[src/design/gd_pkg.sv]
// shared constants and types for the graphics operation dispatcher
// ====================
package gd_pkg;
  // ====================
  // address map
  localparam int ADDR_W = 16;
  localparam int FB_BIT = 15;
  localparam logic [7:0] OFS_MODE = 8'h00;
  localparam logic [7:0] OFS_SLOPE = 8'h20;
  localparam logic [7:0] OFS_SPAN = 8'h40;
  localparam logic [7:0] OFS_SETUP = 8'h60;
  localparam logic [7:0] OFS_CONT = 8'h80;
  localparam logic [7:0] OFS_OPADDR = 8'h84;
  localparam logic [7:0] OFS_CSRC = 8'h88;
  localparam logic [7:0] OFS_CDST = 8'h8C;
  localparam logic [7:0] OFS_STAT = 8'h90;
  localparam logic [7:0] OFS_COUNT = 8'h94;
  // ====================
  // fields and reset values
  localparam int DEEP_BIT = 8;
  localparam int CONT_ADDR_BIT = 31;
  localparam logic [31:0] SLOPE_MASK = 32'h0000FFFF;
  localparam logic [8:0] MODE_RST = 9'h000;
  localparam logic [23:0] OPADDR_RST = 24'h000000;
  localparam logic [1:0] RESP_OKAY = 2'h0;
  // ====================
  // lengths: pixels for drawing, bytes for copy and dma
  localparam logic [15:0] LEN_WORD = 16'h0001;
  localparam logic [15:0] LEN_STIP = 16'h0020;
  localparam logic [15:0] LEN_FILL = 16'h0800;
  localparam logic [15:0] LEN_LINE = 16'h0010;
  localparam logic [15:0] LEN_COPY_HALF = 16'h0020;
  localparam logic [15:0] LEN_COPY_FULL = 16'h0040;
  localparam logic [15:0] LEN_DMA_WR = 16'h4000;
  localparam logic [15:0] LEN_DMA_RD = 16'h2000;
  // ====================
  // command queue
  localparam int QDEPTH = 16;
  localparam int QAW = 4;
  localparam int QW = 48;
  // ====================
  // modes and operation kinds
  typedef enum logic [4:0] {
    M_SIMPLE = 5'h00, M_SIMPLE_Z = 5'h01, M_STIP_TR = 5'h02, M_STIP_OP = 5'h03,
    M_STIP_BLK = 5'h04, M_FILL_BLK = 5'h05, M_FILL_OP = 5'h06, M_FILL_TR = 5'h07,
    M_LINE_TR = 5'h08, M_LINE_OP = 5'h09, M_COPY = 5'h0A, M_DMA_WR = 5'h0B,
    M_DMA_RD = 5'h0C, M_L3_CI = 5'h0D, M_L3_CID = 5'h0E, M_L3_SEQ = 5'h0F,
    M_L3_Z = 5'h10, M_L3_ZCI = 5'h11, M_L3_ZCID = 5'h12, M_L3_ZSEQ = 5'h13
  } gd_mode_t;
  typedef enum logic [4:0] {
    OP_NONE = 5'h00, OP_PIX = 5'h01, OP_PIX_Z = 5'h02, OP_STIP_1C = 5'h03,
    OP_STIP_2C = 5'h04, OP_STIP_PAT = 5'h05, OP_FILL_BLK = 5'h06, OP_FILL_2C = 5'h07,
    OP_FILL_1C = 5'h08, OP_LINE_1C = 5'h09, OP_LINE_2C = 5'h0A, OP_COPY_LOAD = 5'h0B,
    OP_COPY_UNLOAD = 5'h0C, OP_DMA_WR = 5'h0D, OP_DMA_RD = 5'h0E, OP_L3_CI = 5'h0F,
    OP_L3_CID = 5'h10, OP_L3_SEQ = 5'h11, OP_L3_Z = 5'h12, OP_L3_ZCI = 5'h13,
    OP_L3_ZCID = 5'h14, OP_L3_ZSEQ = 5'h15, OP_LINE_SETUP = 5'h16, OP_LINE_CONT = 5'h17
  } gd_op_t;
  typedef enum logic [2:0] {
    ST_IDLE = 3'h1, ST_RUN = 3'h2, ST_SYNC = 3'h4
  } gd_state_t;
endpackage

[src/design/gd_cmd_queue.sv]
// sixteen-entry command queue between bus writes and the dispatcher
`timescale 1ns/10ps
module gd_cmd_queue (
  input wire logic aclk,
  input wire logic aresetn,
  input wire logic push,
  input wire logic [gd_pkg::QW-1:0] din,
  output logic full,
  input wire logic pop,
  output logic [gd_pkg::QW-1:0] dout,
  output logic empty,
  output logic [gd_pkg::QAW:0] level
);
  logic [gd_pkg::QW-1:0] mem_q [gd_pkg::QDEPTH];
  logic [gd_pkg::QAW:0] wp_q;
  logic [gd_pkg::QAW:0] rp_q;

  // extra pointer bit tells full from empty
  assign level = wp_q - rp_q;
  assign full = level[gd_pkg::QAW];
  assign empty = (wp_q == rp_q);
  assign dout = mem_q[rp_q[gd_pkg::QAW-1:0]];

  always_ff @(posedge aclk) begin
    if (!aresetn) begin
      wp_q <= '0;
    end else if (push && !full) begin
      wp_q <= wp_q + 1'b1;
    end
  end

  always_ff @(posedge aclk) begin
    if (!aresetn) begin
      rp_q <= '0;
    end else if (pop && !empty) begin
      rp_q <= rp_q + 1'b1;
    end
  end

  always_ff @(posedge aclk) begin
    if (push && !full) begin
      mem_q[wp_q[gd_pkg::QAW-1:0]] <= din;
    end
  end
endmodule // gd_cmd_queue

[src/design/gd_dispatch.sv]
// graphics operation dispatcher with axi4-lite slave and command queue
//
// The register addresses and the AXI4-Lite register port are this design's own decisions.
`timescale 1ns/10ps
module gd_dispatch (
  input wire logic aclk,
  input wire logic aresetn,
  input wire logic [15:0] s_axi_awaddr,
  input wire logic [2:0] s_axi_awprot,
  input wire logic s_axi_awvalid,
  output logic s_axi_awready,
  input wire logic [31:0] s_axi_wdata,
  input wire logic [3:0] s_axi_wstrb,
  input wire logic s_axi_wvalid,
  output logic s_axi_wready,
  output logic [1:0] s_axi_bresp,
  output logic s_axi_bvalid,
  input wire logic s_axi_bready,
  input wire logic [15:0] s_axi_araddr,
  input wire logic [2:0] s_axi_arprot,
  input wire logic s_axi_arvalid,
  output logic s_axi_arready,
  output logic [31:0] s_axi_rdata,
  output logic [1:0] s_axi_rresp,
  output logic s_axi_rvalid,
  input wire logic s_axi_rready,
  input wire logic eng_done,
  input wire logic eng_idle,
  output logic op_start,
  output logic [4:0] op_kind,
  output logic [23:0] op_addr,
  output logic [31:0] op_data,
  output logic [15:0] op_len,
  output logic [2:0] op_slope,
  output logic op_deep
);
  // ====================
  // state
  logic awready_q;
  logic wready_q;
  logic bvalid_q;
  logic [14:0] aw_off_q;
  logic aw_fb_q;
  logic [31:0] w_data_q;
  logic arready_q;
  logic rvalid_q;
  logic [31:0] rdata_q;
  logic [8:0] mode_q;
  logic [23:0] opaddr_q;
  logic copy_full_q;
  logic [15:0] count_q;
  gd_pkg::gd_state_t st_q;
  logic start_q;
  gd_pkg::gd_op_t kind_q;
  logic [23:0] addr_q;
  logic [31:0] data_q;
  logic [15:0] len_q;
  logic [2:0] slope_q;
  logic deep_q;
  // ====================
  // queue
  logic q_push;
  logic q_full;
  logic q_pop;
  logic q_empty;
  logic [gd_pkg::QW-1:0] q_dout;
  logic [gd_pkg::QAW:0] q_level;
  logic e_fb;
  logic [14:0] e_off;
  logic [31:0] e_data;
  logic e_reg;
  logic [7:0] roff;

  // both halves held and no answer pending: store the write
  assign q_push = !awready_q && !wready_q && !bvalid_q;
  assign q_pop = (st_q == gd_pkg::ST_IDLE) && !q_empty;
  assign e_fb = q_dout[47];
  assign e_off = q_dout[46:32];
  assign e_data = q_dout[31:0];
  assign e_reg = !e_fb && (e_off[14:8] == 7'h00);
  assign roff = e_off[7:0];

  gd_cmd_queue u_queue (
    .aclk(aclk),
    .aresetn(aresetn),
    .push(q_push),
    .din({aw_fb_q, aw_off_q, w_data_q}),
    .full(q_full),
    .pop(q_pop),
    .dout(q_dout),
    .empty(q_empty),
    .level(q_level)
  );

  // ====================
  // axi write channel
  always_ff @(posedge aclk) begin
    if (!aresetn) begin
      awready_q <= 1'b1;
      aw_off_q <= '0;
      aw_fb_q <= 1'b0;
    end else if (s_axi_awvalid && awready_q) begin
      awready_q <= 1'b0;
      aw_off_q <= s_axi_awaddr[14:0];
      aw_fb_q <= s_axi_awaddr[gd_pkg::FB_BIT];
    end else if (bvalid_q && s_axi_bready) begin
      awready_q <= 1'b1;
    end
  end

  // byte strobes ignored: registers take whole words only
  always_ff @(posedge aclk) begin
    if (!aresetn) begin
      wready_q <= 1'b1;
      w_data_q <= '0;
    end else if (s_axi_wvalid && wready_q) begin
      wready_q <= 1'b0;
      w_data_q <= s_axi_wdata;
    end else if (bvalid_q && s_axi_bready) begin
      wready_q <= 1'b1;
    end
  end

  // full queue stalls the response, which is the back-pressure
  always_ff @(posedge aclk) begin
    if (!aresetn) begin
      bvalid_q <= 1'b0;
    end else if (q_push && !q_full) begin
      bvalid_q <= 1'b1;
    end else if (s_axi_bready) begin
      bvalid_q <= 1'b0;
    end
  end

  // ====================
  // axi read channel
  logic busy;
  assign busy = (st_q != gd_pkg::ST_IDLE) || !q_empty || !eng_idle;

  always_ff @(posedge aclk) begin
    if (!aresetn) begin
      arready_q <= 1'b1;
      rvalid_q <= 1'b0;
      rdata_q <= '0;
    end else if (s_axi_arvalid && arready_q) begin
      arready_q <= 1'b0;
      rvalid_q <= 1'b1;
      // frame-buffer and unmapped reads answer zero
      if (s_axi_araddr[gd_pkg::FB_BIT] || s_axi_araddr[14:8] != 7'h00) begin
        rdata_q <= '0;
      end else begin
        case (s_axi_araddr[7:0])
          gd_pkg::OFS_MODE: rdata_q <= {23'h000000, mode_q};
          gd_pkg::OFS_OPADDR: rdata_q <= {8'h00, opaddr_q};
          gd_pkg::OFS_STAT: rdata_q <= {24'h000000, q_level, 1'b0, copy_full_q, busy};
          gd_pkg::OFS_COUNT: rdata_q <= {16'h0000, count_q};
          default: rdata_q <= '0;
        endcase
      end
    end else if (rvalid_q && s_axi_rready) begin
      rvalid_q <= 1'b0;
      arready_q <= 1'b1;
    end
  end

  // ====================
  // mode decode
  gd_pkg::gd_mode_t mode;
  logic deep;
  logic is3d;
  logic is_line;
  gd_pkg::gd_op_t mk;
  gd_pkg::gd_op_t lk;
  assign mode = gd_pkg::gd_mode_t'(mode_q[4:0]);
  assign deep = mode_q[gd_pkg::DEEP_BIT];
  assign is3d = (mode >= gd_pkg::M_L3_CI) && (mode <= gd_pkg::M_L3_ZSEQ);
  assign is_line = is3d || mode == gd_pkg::M_LINE_TR || mode == gd_pkg::M_LINE_OP;

  // operation of a frame-buffer write; 3d modes have none
  always_comb begin
    mk = gd_pkg::OP_NONE;
    case (mode)
      gd_pkg::M_SIMPLE: mk = gd_pkg::OP_PIX;
      gd_pkg::M_SIMPLE_Z: mk = gd_pkg::OP_PIX_Z;
      gd_pkg::M_STIP_TR: mk = gd_pkg::OP_STIP_1C;
      gd_pkg::M_STIP_OP: mk = gd_pkg::OP_STIP_2C;
      gd_pkg::M_STIP_BLK: mk = gd_pkg::OP_STIP_PAT;
      gd_pkg::M_FILL_BLK: mk = gd_pkg::OP_FILL_BLK;
      gd_pkg::M_FILL_OP: mk = gd_pkg::OP_FILL_2C;
      gd_pkg::M_FILL_TR: mk = gd_pkg::OP_FILL_1C;
      gd_pkg::M_LINE_TR: mk = gd_pkg::OP_LINE_1C;
      gd_pkg::M_LINE_OP: mk = gd_pkg::OP_LINE_2C;
      gd_pkg::M_COPY: begin
        mk = copy_full_q ? gd_pkg::OP_COPY_UNLOAD : gd_pkg::OP_COPY_LOAD;
      end
      gd_pkg::M_DMA_WR: mk = gd_pkg::OP_DMA_WR;
      gd_pkg::M_DMA_RD: mk = gd_pkg::OP_DMA_RD;
      default: mk = gd_pkg::OP_NONE;
    endcase
  end

  // drawing kind of a slope or span write in line modes
  always_comb begin
    lk = gd_pkg::OP_NONE;
    case (mode)
      gd_pkg::M_LINE_TR: lk = gd_pkg::OP_LINE_1C;
      gd_pkg::M_LINE_OP: lk = gd_pkg::OP_LINE_2C;
      gd_pkg::M_L3_CI: lk = gd_pkg::OP_L3_CI;
      gd_pkg::M_L3_CID: lk = gd_pkg::OP_L3_CID;
      gd_pkg::M_L3_Z: lk = gd_pkg::OP_L3_Z;
      gd_pkg::M_L3_ZCI: lk = gd_pkg::OP_L3_ZCI;
      gd_pkg::M_L3_ZCID: lk = gd_pkg::OP_L3_ZCID;
      // grey shading only on 8 bpp buffers
      gd_pkg::M_L3_SEQ: lk = deep ? gd_pkg::OP_NONE : gd_pkg::OP_L3_SEQ;
      gd_pkg::M_L3_ZSEQ: lk = deep ? gd_pkg::OP_NONE : gd_pkg::OP_L3_ZSEQ;
      default: lk = gd_pkg::OP_NONE;
    endcase
  end

  // ====================
  // entry decode
  gd_pkg::gd_op_t dk;
  logic [23:0] daddr;
  logic [31:0] ddata;
  logic [2:0] dslope;
  logic dcmd;
  logic [15:0] dlen;
  logic wr_mode;
  logic wr_opaddr;
  logic wr_sync;

  always_comb begin
    dk = gd_pkg::OP_NONE;
    daddr = opaddr_q;
    ddata = e_data;
    dslope = 3'h0;
    dcmd = 1'b0;
    wr_mode = 1'b0;
    wr_opaddr = 1'b0;
    wr_sync = 1'b0;
    if (e_fb) begin
      dk = mk;
      daddr = {9'h000, e_off};
    end else if (e_reg) begin
      if (roff[7:5] == gd_pkg::OFS_SLOPE[7:5]) begin
        dk = lk;
        dslope = roff[4:2];
      end else if (roff[7:5] == gd_pkg::OFS_SETUP[7:5]) begin
        dk = is_line ? gd_pkg::OP_LINE_SETUP : gd_pkg::OP_NONE;
        dslope = roff[4:2];
      end else if (roff == gd_pkg::OFS_SPAN) begin
        dk = lk;
        ddata = e_data & gd_pkg::SLOPE_MASK;
      end else if (roff == gd_pkg::OFS_CONT) begin
        if (is_line) begin
          dk = gd_pkg::OP_LINE_CONT;
        end else begin
          dk = mk;
          if (!e_data[gd_pkg::CONT_ADDR_BIT]) begin
            daddr = e_data[23:0];
          end
        end
      end else if (roff == gd_pkg::OFS_CSRC) begin
        dk = (mode == gd_pkg::M_COPY) ? gd_pkg::OP_COPY_LOAD : gd_pkg::OP_NONE;
        dcmd = 1'b1;
      end else if (roff == gd_pkg::OFS_CDST) begin
        dk = (mode == gd_pkg::M_COPY) ? gd_pkg::OP_COPY_UNLOAD : gd_pkg::OP_NONE;
        dcmd = 1'b1;
      end else if (roff == gd_pkg::OFS_MODE) begin
        wr_mode = 1'b1;
      end else if (roff == gd_pkg::OFS_OPADDR) begin
        wr_opaddr = 1'b1;
      end else if (roff == gd_pkg::OFS_STAT) begin
        wr_sync = 1'b1;
      end
    end
  end

  // frame-buffer copy at 8 bpp fills half the buffer
  always_comb begin
    dlen = gd_pkg::LEN_LINE;
    case (dk)
      gd_pkg::OP_PIX, gd_pkg::OP_PIX_Z: dlen = gd_pkg::LEN_WORD;
      gd_pkg::OP_STIP_1C, gd_pkg::OP_STIP_2C, gd_pkg::OP_STIP_PAT: dlen = gd_pkg::LEN_STIP;
      gd_pkg::OP_FILL_BLK, gd_pkg::OP_FILL_2C, gd_pkg::OP_FILL_1C: dlen = gd_pkg::LEN_FILL;
      gd_pkg::OP_COPY_LOAD, gd_pkg::OP_COPY_UNLOAD: begin
        dlen = (deep || dcmd) ? gd_pkg::LEN_COPY_FULL : gd_pkg::LEN_COPY_HALF;
      end
      gd_pkg::OP_DMA_WR: dlen = gd_pkg::LEN_DMA_WR;
      gd_pkg::OP_DMA_RD: dlen = gd_pkg::LEN_DMA_RD;
      default: dlen = gd_pkg::LEN_LINE;
    endcase
  end

  // ====================
  // control registers, applied in queue order
  always_ff @(posedge aclk) begin
    if (!aresetn) begin
      mode_q <= gd_pkg::MODE_RST;
      opaddr_q <= gd_pkg::OPADDR_RST;
    end else if (q_pop) begin
      if (wr_mode) begin
        mode_q <= e_data[8:0];
      end
      if (wr_opaddr) begin
        opaddr_q <= e_data[23:0];
      end
    end
  end

  always_ff @(posedge aclk) begin
    if (!aresetn) begin
      copy_full_q <= 1'b0;
    end else if (q_pop && dk == gd_pkg::OP_COPY_LOAD) begin
      copy_full_q <= 1'b1;
    end else if (q_pop && dk == gd_pkg::OP_COPY_UNLOAD) begin
      copy_full_q <= 1'b0;
    end
  end

  always_ff @(posedge aclk) begin
    if (!aresetn) begin
      count_q <= '0;
    end else if (q_pop && dk != gd_pkg::OP_NONE) begin
      count_q <= count_q + 1'b1;
    end
  end

  // ====================
  // dispatch sequencer: one operation in flight
  always_ff @(posedge aclk) begin
    if (!aresetn) begin
      st_q <= gd_pkg::ST_IDLE;
    end else begin
      case (st_q)
        gd_pkg::ST_IDLE: begin
          if (q_pop && dk != gd_pkg::OP_NONE) begin
            st_q <= gd_pkg::ST_RUN;
          end else if (q_pop && wr_sync) begin
            st_q <= gd_pkg::ST_SYNC;
          end
        end
        gd_pkg::ST_RUN: begin
          if (eng_done) begin
            st_q <= gd_pkg::ST_IDLE;
          end
        end
        gd_pkg::ST_SYNC: begin
          if (eng_idle) begin
            st_q <= gd_pkg::ST_IDLE;
          end
        end
        default: st_q <= gd_pkg::ST_IDLE;
      endcase
    end
  end

  always_ff @(posedge aclk) begin
    if (!aresetn) begin
      start_q <= 1'b0;
      kind_q <= gd_pkg::OP_NONE;
      addr_q <= '0;
      data_q <= '0;
      len_q <= '0;
      slope_q <= '0;
      deep_q <= 1'b0;
    end else if (q_pop && dk != gd_pkg::OP_NONE) begin
      start_q <= 1'b1;
      kind_q <= dk;
      addr_q <= daddr;
      data_q <= ddata;
      len_q <= dlen;
      slope_q <= dslope;
      deep_q <= deep;
    end else begin
      start_q <= 1'b0;
    end
  end

  assign s_axi_awready = awready_q;
  assign s_axi_wready = wready_q;
  assign s_axi_bresp = gd_pkg::RESP_OKAY;
  assign s_axi_bvalid = bvalid_q;
  assign s_axi_arready = arready_q;
  assign s_axi_rdata = rdata_q;
  assign s_axi_rresp = gd_pkg::RESP_OKAY;
  assign s_axi_rvalid = rvalid_q;
  assign op_start = start_q;
  assign op_kind = kind_q;
  assign op_addr = addr_q;
  assign op_data = data_q;
  assign op_len = len_q;
  assign op_slope = slope_q;
  assign op_deep = deep_q;
endmodule // gd_dispatch

[config.mk]
export PLATFORM = sky130hd
export DESIGN_NAME = gd_dispatch
export DESIGN_NICKNAME = d
export VERILOG_FILES = /design/src/design/gd_pkg.sv /design/src/design/gd_cmd_queue.sv /design/src/design/gd_dispatch.sv
export SDC_FILE = /design/constraint.sdc
export NUM_CORES = 1
export LEC_CHECK = 0
export BUFFER_PORTS_ARGS = -buffer_cell sky130_fd_sc_hd__buf_2
export CORE_MARGIN = 3
export CORE_UTILIZATION = 60
export DETAILED_ROUTE_END_ITERATION = 8
export GPL_TIMING_DRIVEN = 1
export MAX_ROUTING_LAYER = met4
export PLACE_DENSITY = 0.78
export SLEW_MARGIN = 20
export SYNTH_ARGS = -nofsm -noshare
export SYNTH_HDL_FRONTEND = slang
export SYNTH_HIERARCHICAL = 1
export SYNTH_SLANG_ARGS = --single-unit
export TNS_END_PERCENT = 50
[constraint.sdc]
create_clock -name aclk -period 9.3 [get_ports aclk]
set_input_delay 1.395 -clock aclk [delete_from_list [all_inputs] [get_ports aclk]]
set_output_delay 1.395 -clock aclk [all_outputs]
set_load 0.02 [all_outputs]
==> flow_summary.toml, run 1 <==
[synthesis]
synthFlopType = "edfxtp_1"
synth_area_per_cell_um2 = 15.9
yosysSeqAreaShare_pct = 70.8
ys_seq_elements = 985
async_reset_ff_share_pct = 0
synth_edf_count = 768
syn_area_um2 = 38700
syn-instance-count = 2440
synth_warnings = 6
ys_types = 78

[routing]
wl_um = 101000
wire_per_inst_um = 28.6
routed-via-count = 23200
ant_nets = 0
dr.pass1.iters = 6
drtIter0Drc = 3086
drcViolationCount = 0
routed_via_density = 6.59

[sta]
final-hold-violation-count = 0
fmax_mhz = 156
whs_ps = 452
setup_violations = 0
slew_viol_final = 0
fin_crit_ps = 6430
grt_setup_unrepaired = "no"
max_slew.worst_pin.slew_ps = 1190
fin_skew_ps = 34.5
slew-limit-headroom_pct = 19.8
fin_crit_sh_pct = 69.1
tns_ps = 0

[power]
p_leak_uw = 0.0143
ir_drop_uv = 154
p_per_area_nw_per_um2 = 206

[hold_path]
min_path_type = "flop to flop"

[grt]
grt_max_degree = 111
grt_pass1_wl_um = 151000
grt_use_total_pct = 31.4
grt_pass1_vias = 23400
antenna_found_initial = 2
overflow = 0

[final_layout]
final_common_cell = "edfxtp_1"
drive_gt1_share_pct = 22.3
layout_common_cells = "edfxtp_1, nand2_1, dfxtp_1"
fin_nets = 2694
synthToLayoutAreaGrowth_pct = 12.3
fillers = 4019

[clock_network]
cts_buffer_depth = 3
htreeDepth = 3
cts_hold_buf = 0
cts_setup_buffers = 0
root_buffer = "clkbuf_16"
cts_made_buffers = 94
clkTransAtPathRegs_ps = 60
cts_sinks = 985
clk_latency_ps = 660
cts_resized = 0
cts_tree = "done"

[setup_path]
cp_max_fo = 46
cp_data_arrival_time_ps = 6990
cp_slowest_cell = "dfxtp_4"
cp-start-kind = "flop"
endpoint_kind = "flop"
criticalPathCategory = "flop to flop"
slowest_delay_ps = 850
critPathRequiredTime_ps = 9860
crit_chain = "buf_4 -> mux4_2 -> a22oi_1 -> nand2_1 -> nor4_1 -> nand2_1 -> nor2_1 -> o21ai_0 -> o31ai_1 -> o41a_2 -> buf_4 -> o211ai_1 -> a21oi_1"

[floorplan]
dieArea_um2 = 67600
die_h_um = 260
core_area_um2 = 63400
num_rows = 92
die_w_um = 260
ios = 206
start_util_pct = 61.0

[place]
hpwl_um = 52000
place_congestion = 0.879
port_buffers = 174

[outcome]
outcome = "completed"

[flow_run]
drv_cap = 0
==> power breakdown <==
part / internal (uW) / leakage (uW) / total [uW] / switching (uW)
Combinational: 61.0 / 0.00395 / 204 / 143
Clock: 2260 / 0.00153 / 3910 / 1650
Sequential: 4770 / 0.00884 / 4840 / 66.1
==> state kept, by name, summed over array words and instances (netlist names), 3 cells and up, named ones only <==
name,count
aw_off_q,15
count_q,16
mode_q,9
op_addr,24
op_data,32
op_kind,5
op_len,7
op_slope,3
opaddr_q,24
s_axi_rdata,24
st_q,3
u_queue/mem_q,768
u_queue/rp_q,5
u_queue/wp_q,5
w_data_q,32
==> area by class of cell <==
cell class / instances / area (um^2) / area share (%)
Antenna cell: 3 / 7.51 / 0.0173
Clock buffer: 121 / 2560 / 5.89
Clock inverter: 54 / 588 / 1.35
Inverter: 17 / 68.8 / 0.158
Multi-Input combinational cell: 1284 / 10500 / 24.3
Sequential cell: 985 / 27400 / 63.1
Tap cell: 846 / 1060 / 2.44
Timing Repair Buffer: 218 / 1200 / 2.77
==> path summary, 6_finish.rpt <==
kind	start	end	slack, ps	depth (start not counted)
worst min register to register	s_axi_rdata[12]	s_axi_rdata[12]	450	2
worst max-delay path	flop	op_addr[1]	2870	13
worst min-delay path	s_axi_rdata[12]	s_axi_rdata[12]	450	2
worst max register to register	flop	op_addr[1]	2870	13
==> cell families (layout without fill, tap and decap cells) <==
| logic type | Yosys count | count (layout) | share of synthesized area (%) |
|---|---|---|---|
| buffers and inverters | 191 | 410 | 2.52 |
| muxes | 248 | 248 | 12.6 |
| adders and majority gates | 13 | 13 | 0.427 |
| AOI/OAI and AO/OA | 388 | 388 | 6.42 |
| xor gates and xnor gates | 10 | 10 | 0.226 |
| other | 1 | 24 | 0.00969 |
| DFF | 985 | 985 | 70.8 |
| and+or+nand+nor | 604 | 604 | 6.95 |
==> critical path, delay by kind of cell (launching register included) <==
family	cells	cell delay [ps]
AND/OR/NAND/NOR	4	1160
buffers and inverters	2	1350
flip-flops	1	850
AO/OA/AOI/OAI	6	2260
multiplexers	1	600
==> cells in the mapped netlist, types with 5 or more instances <==
| cell | instances | area [um^2] |
|---|---|---|
| a21oi_1 | 171 | 856 |
| a221oi_1 | 7 | 61.3 |
| a22oi_1 | 104 | 781 |
| a31oi_1 | 9 | 56.3 |
| and2_1 | 14 | 87.6 |
| buf_1 | 21 | 78.8 |
| buf_2 | 21 | 105 |
| buf_4 | 26 | 195 |
| buf_6 | 18 | 203 |
| clkbuf_1 | 88 | 330 |
| dfxtp_1 | 217 | 4340 |
| edfxtp_1 | 768 | 23100 |
| ha_1 | 10 | 125 |
| inv_1 | 15 | 56.3 |
| mux2i_1 | 56 | 561 |
| mux4_2 | 192 | 4320 |
| nand2_1 | 338 | 1270 |
| nand2b_1 | 11 | 68.8 |
| nand3_1 | 45 | 225 |
| nand4_1 | 9 | 56.3 |
| nor2_1 | 85 | 319 |
| nor2b_1 | 9 | 56.3 |
| nor3_1 | 23 | 115 |
| nor4_1 | 9 | 56.3 |
| o211ai_1 | 17 | 128 |
| o21ai_0 | 28 | 140 |
| o31ai_1 | 8 | 60.1 |
| or2_2 | 6 | 37.5 |
| or3_1 | 26 | 163 |
| or4_1 | 5 | 37.5 |
| xnor2_1 | 7 | 61.3 |
==> routing by layer <==
| metal | part of all wire (%) | vias up | global-route usage [%] |
|---|---|---|---|
| li1 | - | 9758 | - |
| met3 | 11 | 298 | 6.25 |
| met1 | 37 | 11600 | 41.1 |
| met2 | 48 | 1540 | 48.6 |
| met5 | 0 | - | - |
| met4 | 4.2 | 0 | 13.4 |
==> stage by stage <==
| step | instances | util (%) | total power (uW) | setup WS, ps | cell area, um^2 |
|---|---|---|---|---|---|
| floorplan | 2460 | - | 5040 | 2580 | 38800 |
| global placement | 3350 | 63.5 | 5120 | 3090 | 40300 |
| CTS | 3525 | 68.5 | 8990 | 2880 | 43400 |
| global route | 3527 | 68.5 | 9170 | 2310 | 43400 |
| detailed placement | 3350 | 63.5 | 5130 | 2940 | 40300 |
| finish | 3528 | 68.5 | 8950 | 2870 | 43400 |
No activity file was read; power rests on OpenSTA's default activity.
==> run 2, diff against run 1 <==
--- a/config.mk
+++ b/config.mk
@@ -5,13 +5,14 @@
 export SDC_FILE = /design/constraint.sdc
 export NUM_CORES = 1
 export LEC_CHECK = 0
+export ABC_AREA = 1
 export BUFFER_PORTS_ARGS = -buffer_cell sky130_fd_sc_hd__buf_2
 export CORE_MARGIN = 3
-export CORE_UTILIZATION = 60
+export CORE_UTILIZATION = 55
 export DETAILED_ROUTE_END_ITERATION = 8
 export GPL_TIMING_DRIVEN = 1
 export MAX_ROUTING_LAYER = met4
-export PLACE_DENSITY = 0.78
+export PLACE_DENSITY = 0.76
 export SLEW_MARGIN = 20
 export SYNTH_ARGS = -nofsm -noshare
 export SYNTH_HDL_FRONTEND = slang
==> constraint.sdc (replaced) <==
create_clock -name aclk -period 5.6 [get_ports aclk]
set_input_delay 0.84 -clock aclk [delete_from_list [all_inputs] [get_ports aclk]]
set_output_delay 0.84 -clock aclk [all_outputs]
set_load 0.02 [all_outputs]
==> flow_summary.toml, run 2 <==
[place]
hpwl_um = 57700
dpl_cell_area_um2 = 42700
port_buffers = 174
placedCellCount = 4820
place_congestion = 0.946

[routing]
ant_nets = 0
wl_met1_um = 42100
wl_met2_um = 48800
drtIter0Drc = 3100
met3_length_um = 8130
wl_um = 103000
routed_via_density = 5.72
drcViolationCount = 0
dr.pass1.iters = 7
routed-via-count = 28600
wire_per_inst_um = 20.5
top_layer_used = "met4"

[synthesis]
yosys-top-cells-count = "edfxtp_1, nand2_1, inv_1"
synth_most_common_cell = "edfxtp_1"
synth_edf_count = 768
async_reset_ff_share_pct = 0
yosysSeqAreaShare_pct = 66.5
synth_area_per_cell_um2 = 10.7
ys_seq_elements = 985
netlist.area_leader.share_pct = 56.0
syn_area_um2 = 41200
yosys.area.top_type = "edfxtp_1"
synth_warnings = 6
synthTopCellsByArea = "edfxtp_1, dfxtp_1, nand2_1"
synthFlopType = "edfxtp_1"
ys_types = 44
syn-instance-count = 3866

[grt]
grt_max_degree = 273
overflow = 0
antenna_found_initial = 0
grt_use_total_pct = 26.6
grt_pass1_vias = 26300
grt_pass1_wl_um = 154000

[clock_network]
clkTransAtPathRegs_ps = 60
cts_buffer_depth = 3
clk_latency_ps = 660
cts_setup_buffers = 0
root_buffer = "clkbuf_16"
cts_made_buffers = 95
cts_sinks = 985
htreeDepth = 3
cts_hold_buf = 0
cts_tree = "done"
cts_resized = 0

[sta]
fin_crit_ps = 4290
max_slew.worst_pin.slew_ps = 1120
fmax_mhz = 233
tns_ps = 0
slew_viol_final = 0
slew-limit-headroom_pct = 25.2
final-hold-violation-count = 0
grt_setup_unrepaired = "no"
fin_skew_ps = 28.2
fin_crit_sh_pct = 76.6
setup_violations = 0

[final_layout]
fillers = 5690
final_common_cell = "edfxtp_1"
largest_register_ffs = 768
antenna-diode-count = 0
multi_input_area_um2 = 10700
drive_gt1_share_pct = 10.5
final_cells = 4999
final-seq-area_um2 = 27400
synthToLayoutAreaGrowth_pct = 11.4
fin_area_um2 = 45900
fin_nets = 4052
layout_common_cells = "edfxtp_1, nand2_1, inv_1"

[outcome]
outcome = "completed"

[power]
p_per_area_nw_per_um2 = 347
p_leak_uw = 0.0172
power_uw = 15900
ir_drop_uv = 221

[floorplan]
num_rows = 99
die_w_um = 280
ios = 206
start_util_pct = 56.0
core_area_um2 = 73600
dieArea_um2 = 78300
die_h_um = 280

[setup_path]
cp_max_fo = 91
cp_slowest_cell = "dfxtp_4"
criticalPathCategory = "flop to flop"
crit_chain = "buf_12 -> a21oi_1 -> o21ai_0 -> nand3_1 -> nand3_1 -> nand2_1 -> nor2_1 -> nand2_1 -> nor2_2 -> nand3_2 -> o21ai_1 -> a21boi_4 -> nand3_1 -> nor2_2 -> a21boi_4 -> buf_12 -> o21ai_0 -> a21oi_1"
cp_top_family = "simple AND/OR/NAND/NOR gates"
rrSetupSlack_ps = 1310
slowest_delay_ps = 630
cp-start-kind = "flop"
critPathRequiredTime_ps = 6170
cp_num_buf_inv = 2
cp_data_arrival_time_ps = 4860
endpoint_kind = "flop"
cp_common_cell = "nand3_1"

[flow_run]
drv_cap = 0

[hold_path]
min_path_type = "primary input to flop"
==> run 2: metal layers <==
| metal | GRT usage [%] | vias to the layer above |
|---|---|---|
| met4 | 10.1 | 0 |
| met2 | 42.4 | 1245 |
| met5 | - | - |
| li1 | - | 13500 |
| met1 | 35.3 | 13600 |
| met3 | 3.32 | 215 |
==> run 2: final timing paths <==
path	start	end	cells past startpoint
max reg2reg	flop	count_q[2]	18
min	s_axi_wdata[15]	w_data_q[15]	3
max	flop	count_q[2]	18
min reg2reg	s_axi_rdata[11]	s_axi_rdata[11]	2
==> run 2: power by group <==
group | internal, uW | switching (uW) | leakage (uW)
Clock | 3810 | 2710 | 0.00160
Combinational | 342 | 846 | 0.00676
Sequential | 8050 | 171 | 0.00880
==> run 2: cell families after synthesis <==
family | synth area share [%]
simple gates | 12.3
flops | 66.5
compound gates | 12.6
buf+inv | 7.93
xor+xnor | 0.340
fa+ha+maj | 0.352
other cells | 0.00910
==> run 2: through the flow <==
step	hold WS, ps	utilization (%)	setup slack [ps]
floorplan	448	-	203
CTS	401	62.4	1370
detailed placement	454	58.0	1400
global placement	453	58.0	1480
finish	429	62.4	1310
global route	438	62.4	885
==> run 2: cell type report <==
type / instances / area share, %
Multi-Input combinational cell: 2126 / 23.3
Sequential cell: 985 / 59.7
Tap cell: 959 / 2.61
Clock buffer: 139 / 5.98
Timing Repair Buffer: 229 / 2.96
Inverter: 521 / 4.26
Clock inverter: 40 / 1.13
==> run 2: worst min-delay path, cell delays in order <==
cell and delay [ps]:
buf_2 80, o21ai_0 70, nor2_1 70
